`src/srx_pkg.sv`:
```
// Constants shared by the serial receive status logic
package srx_pkg;
	// System clock and line rate
	localparam int        CLK_HZ       = 20000000;
	localparam int        CLK_PERIOD_NS = 50;
	localparam int        BAUD_HZ      = 9600;
	localparam int        OVERSAMPLE   = 16;
	localparam int        TICK_DIV     = CLK_HZ / (BAUD_HZ * OVERSAMPLE);
	localparam int        TICK_W       = 8;
	localparam logic [7:0] TICK_LAST   = TICK_W'(TICK_DIV - 1);

	// Oversample positions inside one bit
	localparam logic [3:0] SAMPLE_MID  = 4'h7;
	localparam logic [3:0] BIT_LAST    = 4'hf;

	// Character lengths, counted from zero
	localparam logic [3:0] BITS8_LAST  = 4'h7;
	localparam logic [3:0] BITS9_LAST  = 4'h8;

	// Receive queue
	localparam int        FIFO_DEPTH   = 2;
	localparam int        CNT_W        = 2;
	localparam logic [1:0] FIFO_EMPTY  = 2'h0;
	localparam logic [1:0] FIFO_FULL   = 2'h2;

	// Reset values
	localparam logic       LINE_IDLE   = 1'b1;
	localparam logic [7:0] DATA_RST    = 8'h00;
	localparam logic [8:0] SHIFT_RST   = 9'h000;

	// Receiver states, Gray coded along idle, start, data, stop
	typedef enum logic [1:0] {
		ST_IDLE  = 2'b00,
		ST_START = 2'b01,
		ST_DATA  = 2'b11,
		ST_STOP  = 2'b10
	} srx_state_t;
endpackage

```
`src/srx_tick.sv`:
```
// Oversample tick divider for the serial receiver
`timescale 1ns/1ps
module srx_tick
	import srx_pkg::*;
(
	// Clock and reset
	input  wire logic ref_clk,
	input  wire logic sys_rst,
	// Control
	input  wire logic run,
	// Tick
	output logic      tick
);
	logic [7:0] div_cnt;
	logic [7:0] next_div_cnt;
	logic       next_tick;

	// Restarting on each frame aligns the samples to the start edge
	always_comb begin
		next_div_cnt = div_cnt;
		next_tick    = 1'b0;
		if (!run) begin
			next_div_cnt = 8'h00;
		end else if (div_cnt == TICK_LAST) begin
			next_div_cnt = 8'h00;
			next_tick    = 1'b1;
		end else begin
			next_div_cnt = div_cnt + 8'h01;
		end
	end

	always_ff @(posedge ref_clk or posedge sys_rst) begin
		if (sys_rst) begin
			div_cnt <= 8'h00;
			tick    <= 1'b0;
		end else begin
			div_cnt <= next_div_cnt;
			tick    <= next_tick;
		end
	end
endmodule

```
`src/srx_top.sv`:
```
// Serial receiver with two-entry queue, framing and overrun status
`timescale 1ns/1ps
// Summary of operation
// - Pending flag set when enabled and data queued
// - Pending flag is read-only, follows queue only
// - Interrupt needs all three enables set
// - Pending flag ignores the interrupt enables
// - Framing status stored with each character
// - Framing error when stop sample is low
// - Framing status shown for oldest entry
// - Reception continues after a framing error
// - Data read pops queue to next entry
// - Port disable resets receiver, clears framing
// - Receive disable keeps framing status
// - Framing error alone raises no interrupt
// - Queue holds at most two characters
// - Third complete character sets overrun, dropped
// - During overrun queue readable, nothing accepted
// - Either enable cleared clears overrun
// - Ninth bit stored and shown per entry
module srx_top
	import srx_pkg::*;
(
	// Clock and reset
	input  wire logic       ref_clk,
	input  wire logic       sys_rst,
	// Serial line
	input  wire logic       rx_pin,
	// Control
	input  wire logic       serial_port_enable,
	input  wire logic       continuous_rx_enable,
	input  wire logic       rx9_mode,
	input  wire logic       rx_irq_enable,
	input  wire logic       peripheral_irq_enable,
	input  wire logic       global_irq_enable,
	// Data register read strobe
	input  wire logic       rx_data_rd,
	// Data and status
	output logic [7:0]      rx_data,
	output logic            rx_ninth_bit,
	output logic            framing_error_flag,
	output logic            overrun_flag,
	output logic            rx_pending_flag,
	output logic            rx_irq
);
	// Line synchroniser
	logic       rx_meta;
	logic       rx_line;

	// Receiver
	srx_state_t state;
	srx_state_t next_state;
	logic [3:0] os_cnt;
	logic [3:0] next_os_cnt;
	logic [3:0] bit_cnt;
	logic [3:0] next_bit_cnt;
	logic [8:0] shift;
	logic [8:0] next_shift;
	logic       nine;
	logic       next_nine;
	logic       tick;
	logic       rx_on;
	logic       push;

	// Queue and flags
	logic [7:0]            fifo_dat [FIFO_DEPTH];
	logic [7:0]            next_fifo_dat [FIFO_DEPTH];
	logic [FIFO_DEPTH-1:0] fifo_framing_error_flag;
	logic [FIFO_DEPTH-1:0] next_fifo_framing_error_flag;
	logic [FIFO_DEPTH-1:0] fifo_nine;
	logic [FIFO_DEPTH-1:0] next_fifo_nine;
	logic [CNT_W-1:0]      cnt;
	logic [CNT_W-1:0]      next_cnt;
	logic [CNT_W-1:0]      wr_idx;
	logic                  next_ovr;
	logic                  next_pend;
	logic                  next_irq;
	logic                  pop;
	logic                  accept;
	logic                  ovr_hit;
	logic [7:0]            char_dat;
	logic                  char_nine;
	logic                  char_framing_error_flag;

	always_ff @(posedge ref_clk or posedge sys_rst) begin
		if (sys_rst) begin
			rx_meta <= LINE_IDLE;
			rx_line <= LINE_IDLE;
		end else begin
			rx_meta <= rx_pin;
			rx_line <= rx_meta;
		end
	end

	// Clearing the port enable also holds the receiver idle
	assign rx_on = serial_port_enable && continuous_rx_enable;

	srx_tick u_tick (
		.ref_clk (ref_clk),
		.sys_rst (sys_rst),
		.run     (state != ST_IDLE),
		.tick    (tick)
	);

	// Receiver keeps running regardless of earlier framing errors
	always_comb begin
		next_state   = state;
		next_os_cnt  = os_cnt;
		next_bit_cnt = bit_cnt;
		next_shift   = shift;
		next_nine    = nine;
		push         = 1'b0;
		case (state)
			ST_IDLE: begin
				if (rx_on && !rx_line) begin
					next_state   = ST_START;
					next_os_cnt  = 4'h0;
					next_bit_cnt = 4'h0;
					next_nine    = rx9_mode;
				end
			end
			ST_START: begin
				if (tick) begin
					if (os_cnt == SAMPLE_MID) begin
						next_os_cnt = 4'h0;
						// A short low pulse is noise, not a start bit
						next_state  = rx_line ? ST_IDLE : ST_DATA;
					end else begin
						next_os_cnt = os_cnt + 4'h1;
					end
				end
			end
			ST_DATA: begin
				if (tick) begin
					if (os_cnt == BIT_LAST) begin
						next_os_cnt = 4'h0;
						next_shift  = {rx_line, shift[8:1]};
						if (bit_cnt == (nine ? BITS9_LAST : BITS8_LAST)) begin
							next_state = ST_STOP;
						end else begin
							next_bit_cnt = bit_cnt + 4'h1;
						end
					end else begin
						next_os_cnt = os_cnt + 4'h1;
					end
				end
			end
			ST_STOP: begin
				if (tick) begin
					if (os_cnt == BIT_LAST) begin
						push       = 1'b1;
						next_state = ST_IDLE;
					end else begin
						next_os_cnt = os_cnt + 4'h1;
					end
				end
			end
			default: begin
				next_state = ST_IDLE;
			end
		endcase
		if (!rx_on) begin
			next_state = ST_IDLE;
			push       = 1'b0;
		end
	end

	always_ff @(posedge ref_clk or posedge sys_rst) begin
		if (sys_rst) begin
			state   <= ST_IDLE;
			os_cnt  <= 4'h0;
			bit_cnt <= 4'h0;
			shift   <= SHIFT_RST;
			nine    <= 1'b0;
		end else begin
			state   <= next_state;
			os_cnt  <= next_os_cnt;
			bit_cnt <= next_bit_cnt;
			shift   <= next_shift;
			nine    <= next_nine;
		end
	end

	// Completed character fields
	assign char_dat  = nine ? shift[7:0] : shift[8:1];
	assign char_nine = nine && shift[8];
	assign char_framing_error_flag = !rx_line;

	// A read in the same cycle makes room, so the arrival is not an overrun
	assign pop     = rx_data_rd && (cnt != FIFO_EMPTY);
	assign accept  = push && !overrun_flag && ((cnt != FIFO_FULL) || pop);
	assign ovr_hit = push && !overrun_flag && (cnt == FIFO_FULL) && !pop;
	assign wr_idx  = cnt - {1'b0, pop};

	always_comb begin
		next_fifo_dat  = fifo_dat;
		next_fifo_framing_error_flag = fifo_framing_error_flag;
		next_fifo_nine = fifo_nine;
		next_cnt       = cnt;
		if (pop) begin
			// Emptied slots are zeroed so the head status reads clear
			for (int i = 0; i < FIFO_DEPTH - 1; i++) begin
				next_fifo_dat[i]  = fifo_dat[i+1];
				next_fifo_framing_error_flag[i] = fifo_framing_error_flag[i+1];
				next_fifo_nine[i] = fifo_nine[i+1];
			end
			next_fifo_dat[FIFO_DEPTH-1]  = DATA_RST;
			next_fifo_framing_error_flag[FIFO_DEPTH-1] = 1'b0;
			next_fifo_nine[FIFO_DEPTH-1] = 1'b0;
			next_cnt = cnt - 2'h1;
		end
		if (accept) begin
			for (int i = 0; i < FIFO_DEPTH; i++) begin
				if (wr_idx == CNT_W'(i)) begin
					next_fifo_dat[i]  = char_dat;
					next_fifo_framing_error_flag[i] = char_framing_error_flag;
					next_fifo_nine[i] = char_nine;
				end
			end
			next_cnt = wr_idx + 2'h1;
		end
		if (!serial_port_enable) begin
			for (int i = 0; i < FIFO_DEPTH; i++) begin
				next_fifo_dat[i] = DATA_RST;
			end
			next_fifo_framing_error_flag = '0;
			next_fifo_nine = '0;
			next_cnt       = FIFO_EMPTY;
		end
		// Dropping only the receive enable leaves queued status alone
		next_ovr  = rx_on && (overrun_flag || ovr_hit);
		next_pend = serial_port_enable && (next_cnt != FIFO_EMPTY);
		// Only the pending flag feeds the request, never framing status
		next_irq  = next_pend && rx_irq_enable && peripheral_irq_enable && global_irq_enable;
	end

	always_ff @(posedge ref_clk or posedge sys_rst) begin
		if (sys_rst) begin
			for (int i = 0; i < FIFO_DEPTH; i++) begin
				fifo_dat[i] <= DATA_RST;
			end
			fifo_framing_error_flag       <= '0;
			fifo_nine       <= '0;
			cnt             <= FIFO_EMPTY;
			overrun_flag    <= 1'b0;
			rx_pending_flag <= 1'b0;
			rx_irq          <= 1'b0;
		end else begin
			fifo_dat        <= next_fifo_dat;
			fifo_framing_error_flag       <= next_fifo_framing_error_flag;
			fifo_nine       <= next_fifo_nine;
			cnt             <= next_cnt;
			overrun_flag    <= next_ovr;
			rx_pending_flag <= next_pend;
			rx_irq          <= next_irq;
		end
	end

	// Head entry; software reads status before data since the read pops
	assign rx_data            = fifo_dat[0];
	assign framing_error_flag = fifo_framing_error_flag[0];
	assign rx_ninth_bit       = fifo_nine[0];
endmodule

```
`config.mk`:
```
export PLATFORM = sky130hd
export DESIGN_NAME = srx_top
export DESIGN_NICKNAME = d
export VERILOG_FILES = /design/src/srx_pkg.sv /design/src/srx_tick.sv /design/src/srx_top.sv
export SDC_FILE = /design/constraint.sdc
export NUM_CORES = 1
export LEC_CHECK = 0
export ABC_AREA = 0
export ABC_CLOCK_PERIOD_IN_PS = 2700
export BUFFER_PORTS_ARGS = -buffer_cell sky130_fd_sc_hd__buf_2
export CORE_UTILIZATION = 50
export CTS_CLUSTER_SIZE = 28
export DETAILED_ROUTE_END_ITERATION = 16
export PLACE_DENSITY = 0.68
export SETUP_SLACK_MARGIN = 0.5
export SLEW_MARGIN = 10
export SYNTH_ARGS = -nofsm -noshare
export SYNTH_HDL_FRONTEND = slang
export SYNTH_HIERARCHICAL = 1
export SYNTH_SLANG_ARGS = --single-unit
export TNS_END_PERCENT = 1
```
`constraint.sdc`:
```
create_clock -name ref_clk -period 2.7 [get_ports ref_clk]
set_clock_uncertainty 0.05 [all_clocks]
set_input_delay 0 -clock ref_clk [delete_from_list [all_inputs] [get_ports ref_clk]]
set_output_delay 0 -clock ref_clk [all_outputs]
set_load 0.005 [all_outputs]
```
# After elaboration in Yosys (flattened, before gate mapping)
# Cells that the tools add are included.
# word_totals
ff_bits,56
output_inout_bits,13
in_bits,10
elab_cells,128
# classes
n_addsub,6
n_eq_ne,25
muxes,51
reduce_logical,29
# ops
cell,n
$mux 16,3
$mux 4,11
$mux 8,5
$mux 2,19
$pmux 4 s4,1
$ne 3x3->1 const B,5
$logic_and 1x1->1,13
$mux 1,10
$ne 2x2->1 const B,5
$reduce_and 5->1,2
$ne 3x2->1 const B,3
$add 4x1->4 const B,2
$add 8x1->8 const B,1
$eq 8x8->1 const B,1
$pmux 2 s4,1
$pmux 4 s2,1
$reduce_and 8->1,1
$reduce_bool 2->1,4
$eq 2x2->1 const B,3
$ne 2x1->1 const B,3
$eq 2x1->1 const B,2
$eq 4x3->1 const B,1
$eq 4x4->1,1
$eq 4x4->1 const B,1
8 further kinds,12

# Depth between registers and ports, before layout
# Gate-level depths: netlist of the first run.
# depth
word_depth,14
mapped_depth,11
mapped_depth_nobuf,10

# Modules after synthesis
# Netlist of the first run, hierarchy kept.
# modules_own_cells
mod,seq_area_each_um2,cells_per_inst,instances,area_each_um2
srx_top,1178.6,254,1,2572.5
srx_tick,225.2,43,1,441.7

# Worst setup path after synthesis of the first run
# Ideal clock, no wire load.
# synth_path
path_type,reg-to-reg
startpoint,reg cnt[1]
endpoint,reg rx_irq
setup_slack_ns,0.530
t_arrival_ns,2.000
n_path_buf,1
stages_incl_launch_ff,11
setup_time_ns,0.120
required_ns,2.530
path_cell_list,dfrtp_1 inv_1 ha_1 nand2b_4 inv_1 buf_2 ha_1 ha_1 nor2_1 mux2i_1 and3_1
# synth_between
elab_chain_cells,11
# synth_rtl
item,line_no,source
"start, declared",srx_top.sv:72,logic [CNT_W-1:0] cnt;
"start signal, assigned",srx_top.sv:252,cnt <= next_cnt;
$reduce_bool 2->1,srx_top.sv:190,assign pop = rx_data_rd && (cnt != FIFO_EMPTY);
$logic_and 1x1->1,srx_top.sv:190,
$sub 2x1->2 / $logic_or 1x1->1 (equally long branches),"srx_top.sv:193, srx_top.sv:191",
$add 2x1->2 / $logic_and 1x1->1 (equally long branches),"srx_top.sv:220, srx_top.sv:191",
$mux 2 *,srx_top.sv:212,if (accept) begin
$mux 2 *,srx_top.sv:222,if (!serial_port_enable) begin
$reduce_bool 2->1 *,srx_top.sv:232,next_pend = serial_port_enable && (next_cnt != FIFO_EMPTY);
$logic_and 1x1->1 *,srx_top.sv:232,
$logic_and 1x1->1 * (3 in a row),srx_top.sv:234,next_irq = next_pend && rx_irq_enable && peripheral_irq_enable && global_irq_enable;
via next_irq,srx_top.sv:77,logic next_irq;
"end signal, assigned",srx_top.sv:255,rx_irq <= next_irq;
"end, declared",srx_top.sv:44,output logic rx_irq
# Mark *: on every way through the listed nets, which the timed path passes. The rest lies on a longest branch.
# A chain may end at the register's enable or synchronous reset.

# Worst setup path in the final report of the first run
# layout_path
startpoint,reg cnt[0]
endpoint,reg rx_irq
# The elaborated chain is that of the path after synthesis.

==> flow_summary.yaml, run 1 <==
routing:
  drc: 0
  viasPerCell: 5.46
  drt_first_pass_iters: 4
  drt_first_iter_violations: 170
  num_vias: 2124
  antenna_left: 0
  wl_per_cell_um: 14.5
  wirelength_um: 5630
cts:
  cts_buffers: 5
  cts.clk_slew.worst_paths_ns: 0.10
  cts_buffer_depth: 2
  cts.sink_count: 56
  htreeDepth: 2
  cts_tree: "done"
  cts-root-buf: "clkbuf_8"
  clk_latency_ns: 0.31
sta:
  fin_tns_setup_ns: 0
  rsz0062_at_grt: "yes"
  final-setup-viol-count: 0
  max_slew_margin_pct: 35.8
  worstMarginPinSlew_ns: 0.962
  fin_ws_ns: 0.613
  finalHoldViolCount: 0
  whs_ns: 0.00860
  report.final.slew_viol_count: 0
  fin_crit_ns: 2.09
  max_freq_mhz: 479
  min_period_over_period_pct: 77.3
yosys:
  synthArstFlopShare_pct: 100
  synth.net_count: 316
  synth-edff-count: 0
  yosysSeqAreaShare_pct: 46.6
  synthFlopType: "dfrtp_1"
  synth-compound-area-share_pct: 7.43
  synth_simple_gate_area_share_pct: 20.8
  synth.mux.area_fraction_pct: 15.1
  syn_area_sq_um: 3010
  yosysTopAreaCellShare_pct: 44.8
  ys_ff_latch: 56
  synth_top_family_by_area: "simple AND/OR/NAND/NOR gates"
  ys_top_cells_by_area: "dfrtp_1 45%, nand2_1 7.7%, mux2i_1 7.6%"
  synthXorXnorAreaFrac_pct: 1.45
  synth_cells: 297
  synth_area_per_cell_sq_um: 10.1
  synth.distinct_cells: 47
  ys_warn_count: 6
  synth_top_area_cell: "dfrtp_1"
  synthAdderAreaFrac_pct: 3.74
power_and_ir_drop:
  power_frac_clock_pct: 30.1
  p_switching_uw: 410
  comb_power_share_pct: 12.9
  seqPwrFrac_pct: 57.0
  power.leakage_uw: 0.00170
  switching_share_pct: 26.7
  powerDensity_nw_per_um2: 466
  p_int_uw: 1130
  peakVddDrop_mv: 0.216
job:
  maxCapViolations: 0
setup_path:
  ff2ff_path_depth: 10
  path_depth: 10
  crit_path_max_incr_delay_ns: 0.38
  critPathCapture: "rx_irq"
  cp_top_family: "adder cells"
  arrival_ns: 2.25
  r2r-start: "cnt[0]"
  r2r-end: "rx_irq"
  cpMostUsedCell: "ha_1"
  critPathBufInv: 2
  rrSetupSlack_ns: 0.61
  crit_fanout: 6
  crit_type: "flip-flop to flip-flop"
  path_cells: "inv_2, ha_1, nand2b_4, inv_1, ha_4, xnor2_2, ha_1, nor2_1, mux2i_1, and3_1"
  crit_path_start: "cnt[0]"
  end_kind: "flip-flop"
  cp_slowest_cell: "dfrtp_1"
  cp.required_ns: 2.87
  start_kind: "flip-flop"
placed_design:
  portBuffers: 22
  hpwl_um: 3820
  finalWeightedCongestion: 0.811
  dp_slack_ns: 0.503
outcome:
  status: "finished, final reports clean"
grt:
  grt_max_degree: 48
  grt_pass1_vias: 2074
  overflow: 0
  grt_pass1_wl_um: 9670
  grt.total_usage_pct: 19.9
  grt_antenna_before_repair: 0
min_path:
  hold_path.class: "input pin to flip-flop"
  hp-start: "rx_irq_enable"
cells_and_area:
  mostFrequentLayoutCell: "nand2_1"
  nets: 335
  fill_cells: 502
  final_cell_mix: "62 x nand2_1, 54 x dfrtp_1, 23 x mux2i_1"
  layout-drive-gt1-share_pct: 22.4
  diodes: 0
  area_growth_syn_to_layout_pct: 9.30
floorplanning:
  design.die.area_sq_um: 6340
  fp.dieW_um: 79.6
  coreArea_sq_um: 5640
  die_h_um: 79.6
  rows: 27
  start_util_pct: 53.4
  ios: 23
worst min-delay path, delay by kind of cell:
kind	cells	cell delay [ns]
buf+inv	1	0.07
simple gates	2	0.27
synthesized netlist by cell type, types with 3 or more instances:
master and n:
a21oi_1 6, and2_1 5, and3_1 5, buf_1 3
buf_2 4, buf_4 9, clkbuf_1 3, dfrtp_1 54
ha_1 9, inv_1 9, mux2_2 20, mux2i_1 23
nand2_1 62, nand3_1 13, nand4b_1 3, nor2_1 15
o211ai_1 4, o21ai_0 6, or3_1 4, xnor2_1 3
layer usage:
layer / vias up / part of all wire [%] / GRT usage (%)
met5: - / 0 / 0
met4: 0 / 1.4 / 7.64
met3: 6 / 3.1 / 3.77
met2: 33 / 47 / 32.9
met1: 1037 / 48 / 25.7
li1: 1048 / - / -
power by group through the flow:
stage / Combinational [uW] / Clock [uW] / Sequential, uW
floorplan: 140 / 0 / 880
global placement: 167 / 0 / 893
detailed placement: 174 / 0 / 893
CTS: 187 / 475 / 875
global route: 216 / 512 / 880
finish: 199 / 462 / 876
metrics by stage:
| stage | instances | instance area (sq um) | util [%] | power, uW |
|---|---|---|---|---|
| finish | 389 | 3290 | 58.4 | 1540 |
| global route | 389 | 3290 | 58.4 | 1610 |
| CTS | 386 | 3260 | 57.7 | 1540 |
| detailed placement | 373 | 3110 | 55.2 | 1070 |
| global placement | 373 | 3110 | 55.2 | 1060 |
| floorplan | 297 | 3010 | - | 1020 |
logic make-up after synthesis:
group / Yosys count
AOI/OAI and AO/OA: 29
xor gates and xnor gates: 5
adders and majority gates: 9
buffers and inverters: 29
DFF: 56
muxes: 43
and+or+nand+nor: 126
worst min path at each step:
stage	to	slack, ns	cells past startpoint
floorplan	u_tick/div_cnt[0]	-0.22	1
global placement	u_tick/div_cnt[7]	-0.05	2
detailed placement	u_tick/div_cnt[1]	-0.05	2
CTS	rx_irq	0.01	3
global route	rx_irq	0.03	3
finish	rx_irq	0.009	3
registers in the layout, summed over array words and instances, names as in the netlist:
register                 count
rx_data                      8
fifo_nine                    2
u_tick/div_cnt               8
cnt                          2
u_tick/tick                  1
rx_irq                       1
fifo_dat                     8
os_cnt                       4
rx_meta                      1
fifo_framing_error_flag      2
rx_pending_flag              1
overrun_flag                 1
shift                        9
nine                         1
rx_line                      1
state                        2
bit_cnt                      4
layout make-up:
cell class,instances,area [sq um],share of cell area [%]
multi-input combinational,213,1490,45.3
inverter,10,37.5,1.14
timing repair buffer,30,180,5.47
sequential,56,1400,42.6
clock buffer,6,72.6,2.20
tap,72,90.1,2.73
clock inverter,2,16.3,0.494
what timing repair did:
action | CTS | global route
hold endpoints to repair | 59 | 0
endpoints found under the setup margin | 2 | 15
cloned | 0 | 1
gates resized for setup | 1 | 3
hold buffers | 4 | 0
pin swaps | 0 | 1
buffers inserted | 1 | 2
Power figures use the tool's default switching activity.
==> run 2: changes to the inputs <==
--- a/config.mk
+++ b/config.mk
@@ -6,7 +6,7 @@
 export NUM_CORES = 1
 export LEC_CHECK = 0
 export ABC_AREA = 0
-export ABC_CLOCK_PERIOD_IN_PS = 2700
+export ABC_CLOCK_PERIOD_IN_PS = 2060
 export BUFFER_PORTS_ARGS = -buffer_cell sky130_fd_sc_hd__buf_2
 export CORE_UTILIZATION = 50
 export CTS_CLUSTER_SIZE = 28
==> constraint.sdc (replaced) <==
create_clock -name ref_clk -period 2.06 [get_ports ref_clk]
set_clock_uncertainty 0.05 [all_clocks]
set_input_delay 0 -clock ref_clk [delete_from_list [all_inputs] [get_ports ref_clk]]
set_output_delay 0 -clock ref_clk [all_outputs]
set_load 0.005 [all_outputs]
==> run 2 against run 1 <==
Net effect: hold slack better by 0.015 ns; clock power rose by 60%; utilization rose by 3.4 points; register-to-register slack worse by 0.47 ns; final area rose by 5.8%; via count increased by 2.8%; fmax increased by 8.6%; die area is the same; first-iteration DRC count is 37% lower; sequential cell count unchanged; sequential power up 31%; critical path depth is the same.
==> flow_summary.yaml, run 2 (synthesis results as in run 1) <==
routing:
  top_layer_used: "met4"
  met2_wirelength_um: 2920
  wirelength_um: 6010
  num_vias: 2183
  wl_per_cell_um: 14.9
  drt_first_pass_iters: 4
  drt_first_iter_violations: 107
  drc: 0
  wl_met1_um: 2810
  wl_met3_um: 181
  viasPerCell: 5.42
  antenna_left: 0
sta:
  worstMarginPinSlew_ns: 0.778
  max_slew_margin_pct: 48.0
  whs_ns: 0.0232
  final-setup-viol-count: 0
  rsz0062_at_grt: "yes"
  fin_crit_ns: 1.92
  min_period_over_period_pct: 93.3
  max_freq_mhz: 521
  finalHoldViolCount: 0
  report.final.slew_viol_count: 0
min_path:
  hold_path.class: "input pin to flip-flop"
  hold_depth: 3
cts:
  cts.sink_count: 56
  cts.clk_slew.worst_paths_ns: 0.10
  clk_latency_ns: 0.31
  cts_buffer_depth: 2
  cts_tree: "done"
  cts_buffers: 5
  cts-root-buf: "clkbuf_8"
  htreeDepth: 2
cells_and_area:
  layout-drive-gt1-share_pct: 27.5
  diodes: 0
  largest_register_ffs: 9
  fill_cells: 465
  fin_util_pct: 61.8
  mostFrequentLayoutCell: "nand2_1"
  final_cell_mix: "62 x nand2_1, 54 x dfrtp_1, 22 x mux2i_1, 22 x buf_2, 20 x mux2_2"
  nets: 349
  top_register: "shift"
  area_growth_syn_to_layout_pct: 15.6
floorplanning:
  design.die.area_sq_um: 6340
  fp.dieW_um: 79.6
  ios: 23
  die_h_um: 79.6
  rows: 27
  start_util_pct: 53.4
  coreArea_sq_um: 5640
setup_path:
  cp.required_ns: 2.22
  crit_fanout: 2
  end_kind: "flip-flop"
  start_kind: "flip-flop"
  crit_type: "flip-flop to flip-flop"
  ff2ff_path_depth: 10
  arrival_ns: 2.09
outcome:
  status: "finished, final reports clean"
power_and_ir_drop:
  power.leakage_uw: 0.00178
  powerDensity_nw_per_um2: 640
  peakVddDrop_mv: 0.303
placed_design:
  hpwl_um: 4020
  finalWeightedCongestion: 0.858
  portBuffers: 22
grt:
  grt_max_degree: 37
  grt_antenna_before_repair: 0
  grt.total_usage_pct: 21.1
  grt_pass1_wl_um: 10300
  grt_pass1_vias: 2202
  overflow: 0
job:
  maxCapViolations: 0
## run 2: cell count changes in the layout (fill, tap and decap cells not counted), moves of 2 or more
cell / delta
inv_2: +2
ha_2: +2
buf_4: +11
ha_1: -4
inv_1: -2
ha_4: +2
## run 2: report_power, final
group	leakage, uW	internal [uW]	switching, uW
registers	0.000772	1120	30.3
logic	0.000953	172	172
clock network	0.0000558	368	371
## run 2: cell type report
type / count / area, sq um / area share, %
sequential: 56 / 1400 / 40.3
clock inverter: 2 / 38.8 / 1.11
clock buffer: 6 / 72.6 / 2.08
inverter: 10 / 37.5 / 1.08
multi-input combinational: 213 / 1540 / 44.1
timing repair buffer: 44 / 304 / 8.72
tap: 72 / 90.1 / 2.58
## run 2: routing by layer
metal,global-route usage [%],vias up
li1,-,1084
met1,26.2,1053
met2,36.0,34
met3,4.57,12
met4,7.45,0
met5,0,-
## run 2: path summary, 6_finish.rpt
| check | start | endpoint | slack [ns] |
|---|---|---|---|
| min reg2reg | rx_meta | rx_line | 0.31 |
| max reg2reg | cnt[1] | rx_irq | 0.14 |
| min | rx_irq_enable | rx_irq | 0.02 |
| max in group asynchronous | sys_rst | nine | 1.04 |
| min in group asynchronous | sys_rst | u_tick/div_cnt[6] | 0.15 |
| max | cnt[1] | rx_irq | 0.14 |
## run 2: timing repair
action / in CTS / in global routing
cloned: 0 / 1
pin swaps: 4 / 2
hold buffers: 5 / 0
gates resized for setup: 5 / 6
setup endpoints to repair: 42 / 43
buffers inserted: 5 / 1
endpoints found under the hold margin: 46 / 0
## run 2: metrics by stage
step                      setup WS (ns)  power [uW]  instance area [sq um]  setup TNS, ns  cells
after global placement            0.115        1410                   3210              0    383
after detailed placement         0.0325        1420                   3210              0    383
after floorplan                 -0.0137        1350                   3040        -0.0198    297
final                             0.139        2230                   3490              0    403
after global routing             0.0603        2330                   3490              0    403
after CTS                         0.177        2200                   3420              0    401
## run 2: worst max-delay path, cell delays in order, from the launching register on
cell,delay (ns)
dfrtp_1,0.40
inv_2,0.09
ha_4,0.13
nand2b_4,0.12
inv_2,0.05
ha_4,0.17
xnor2_4,0.17
ha_4,0.23
nor2_1,0.13
mux2i_2,0.09
and3_1,0.20
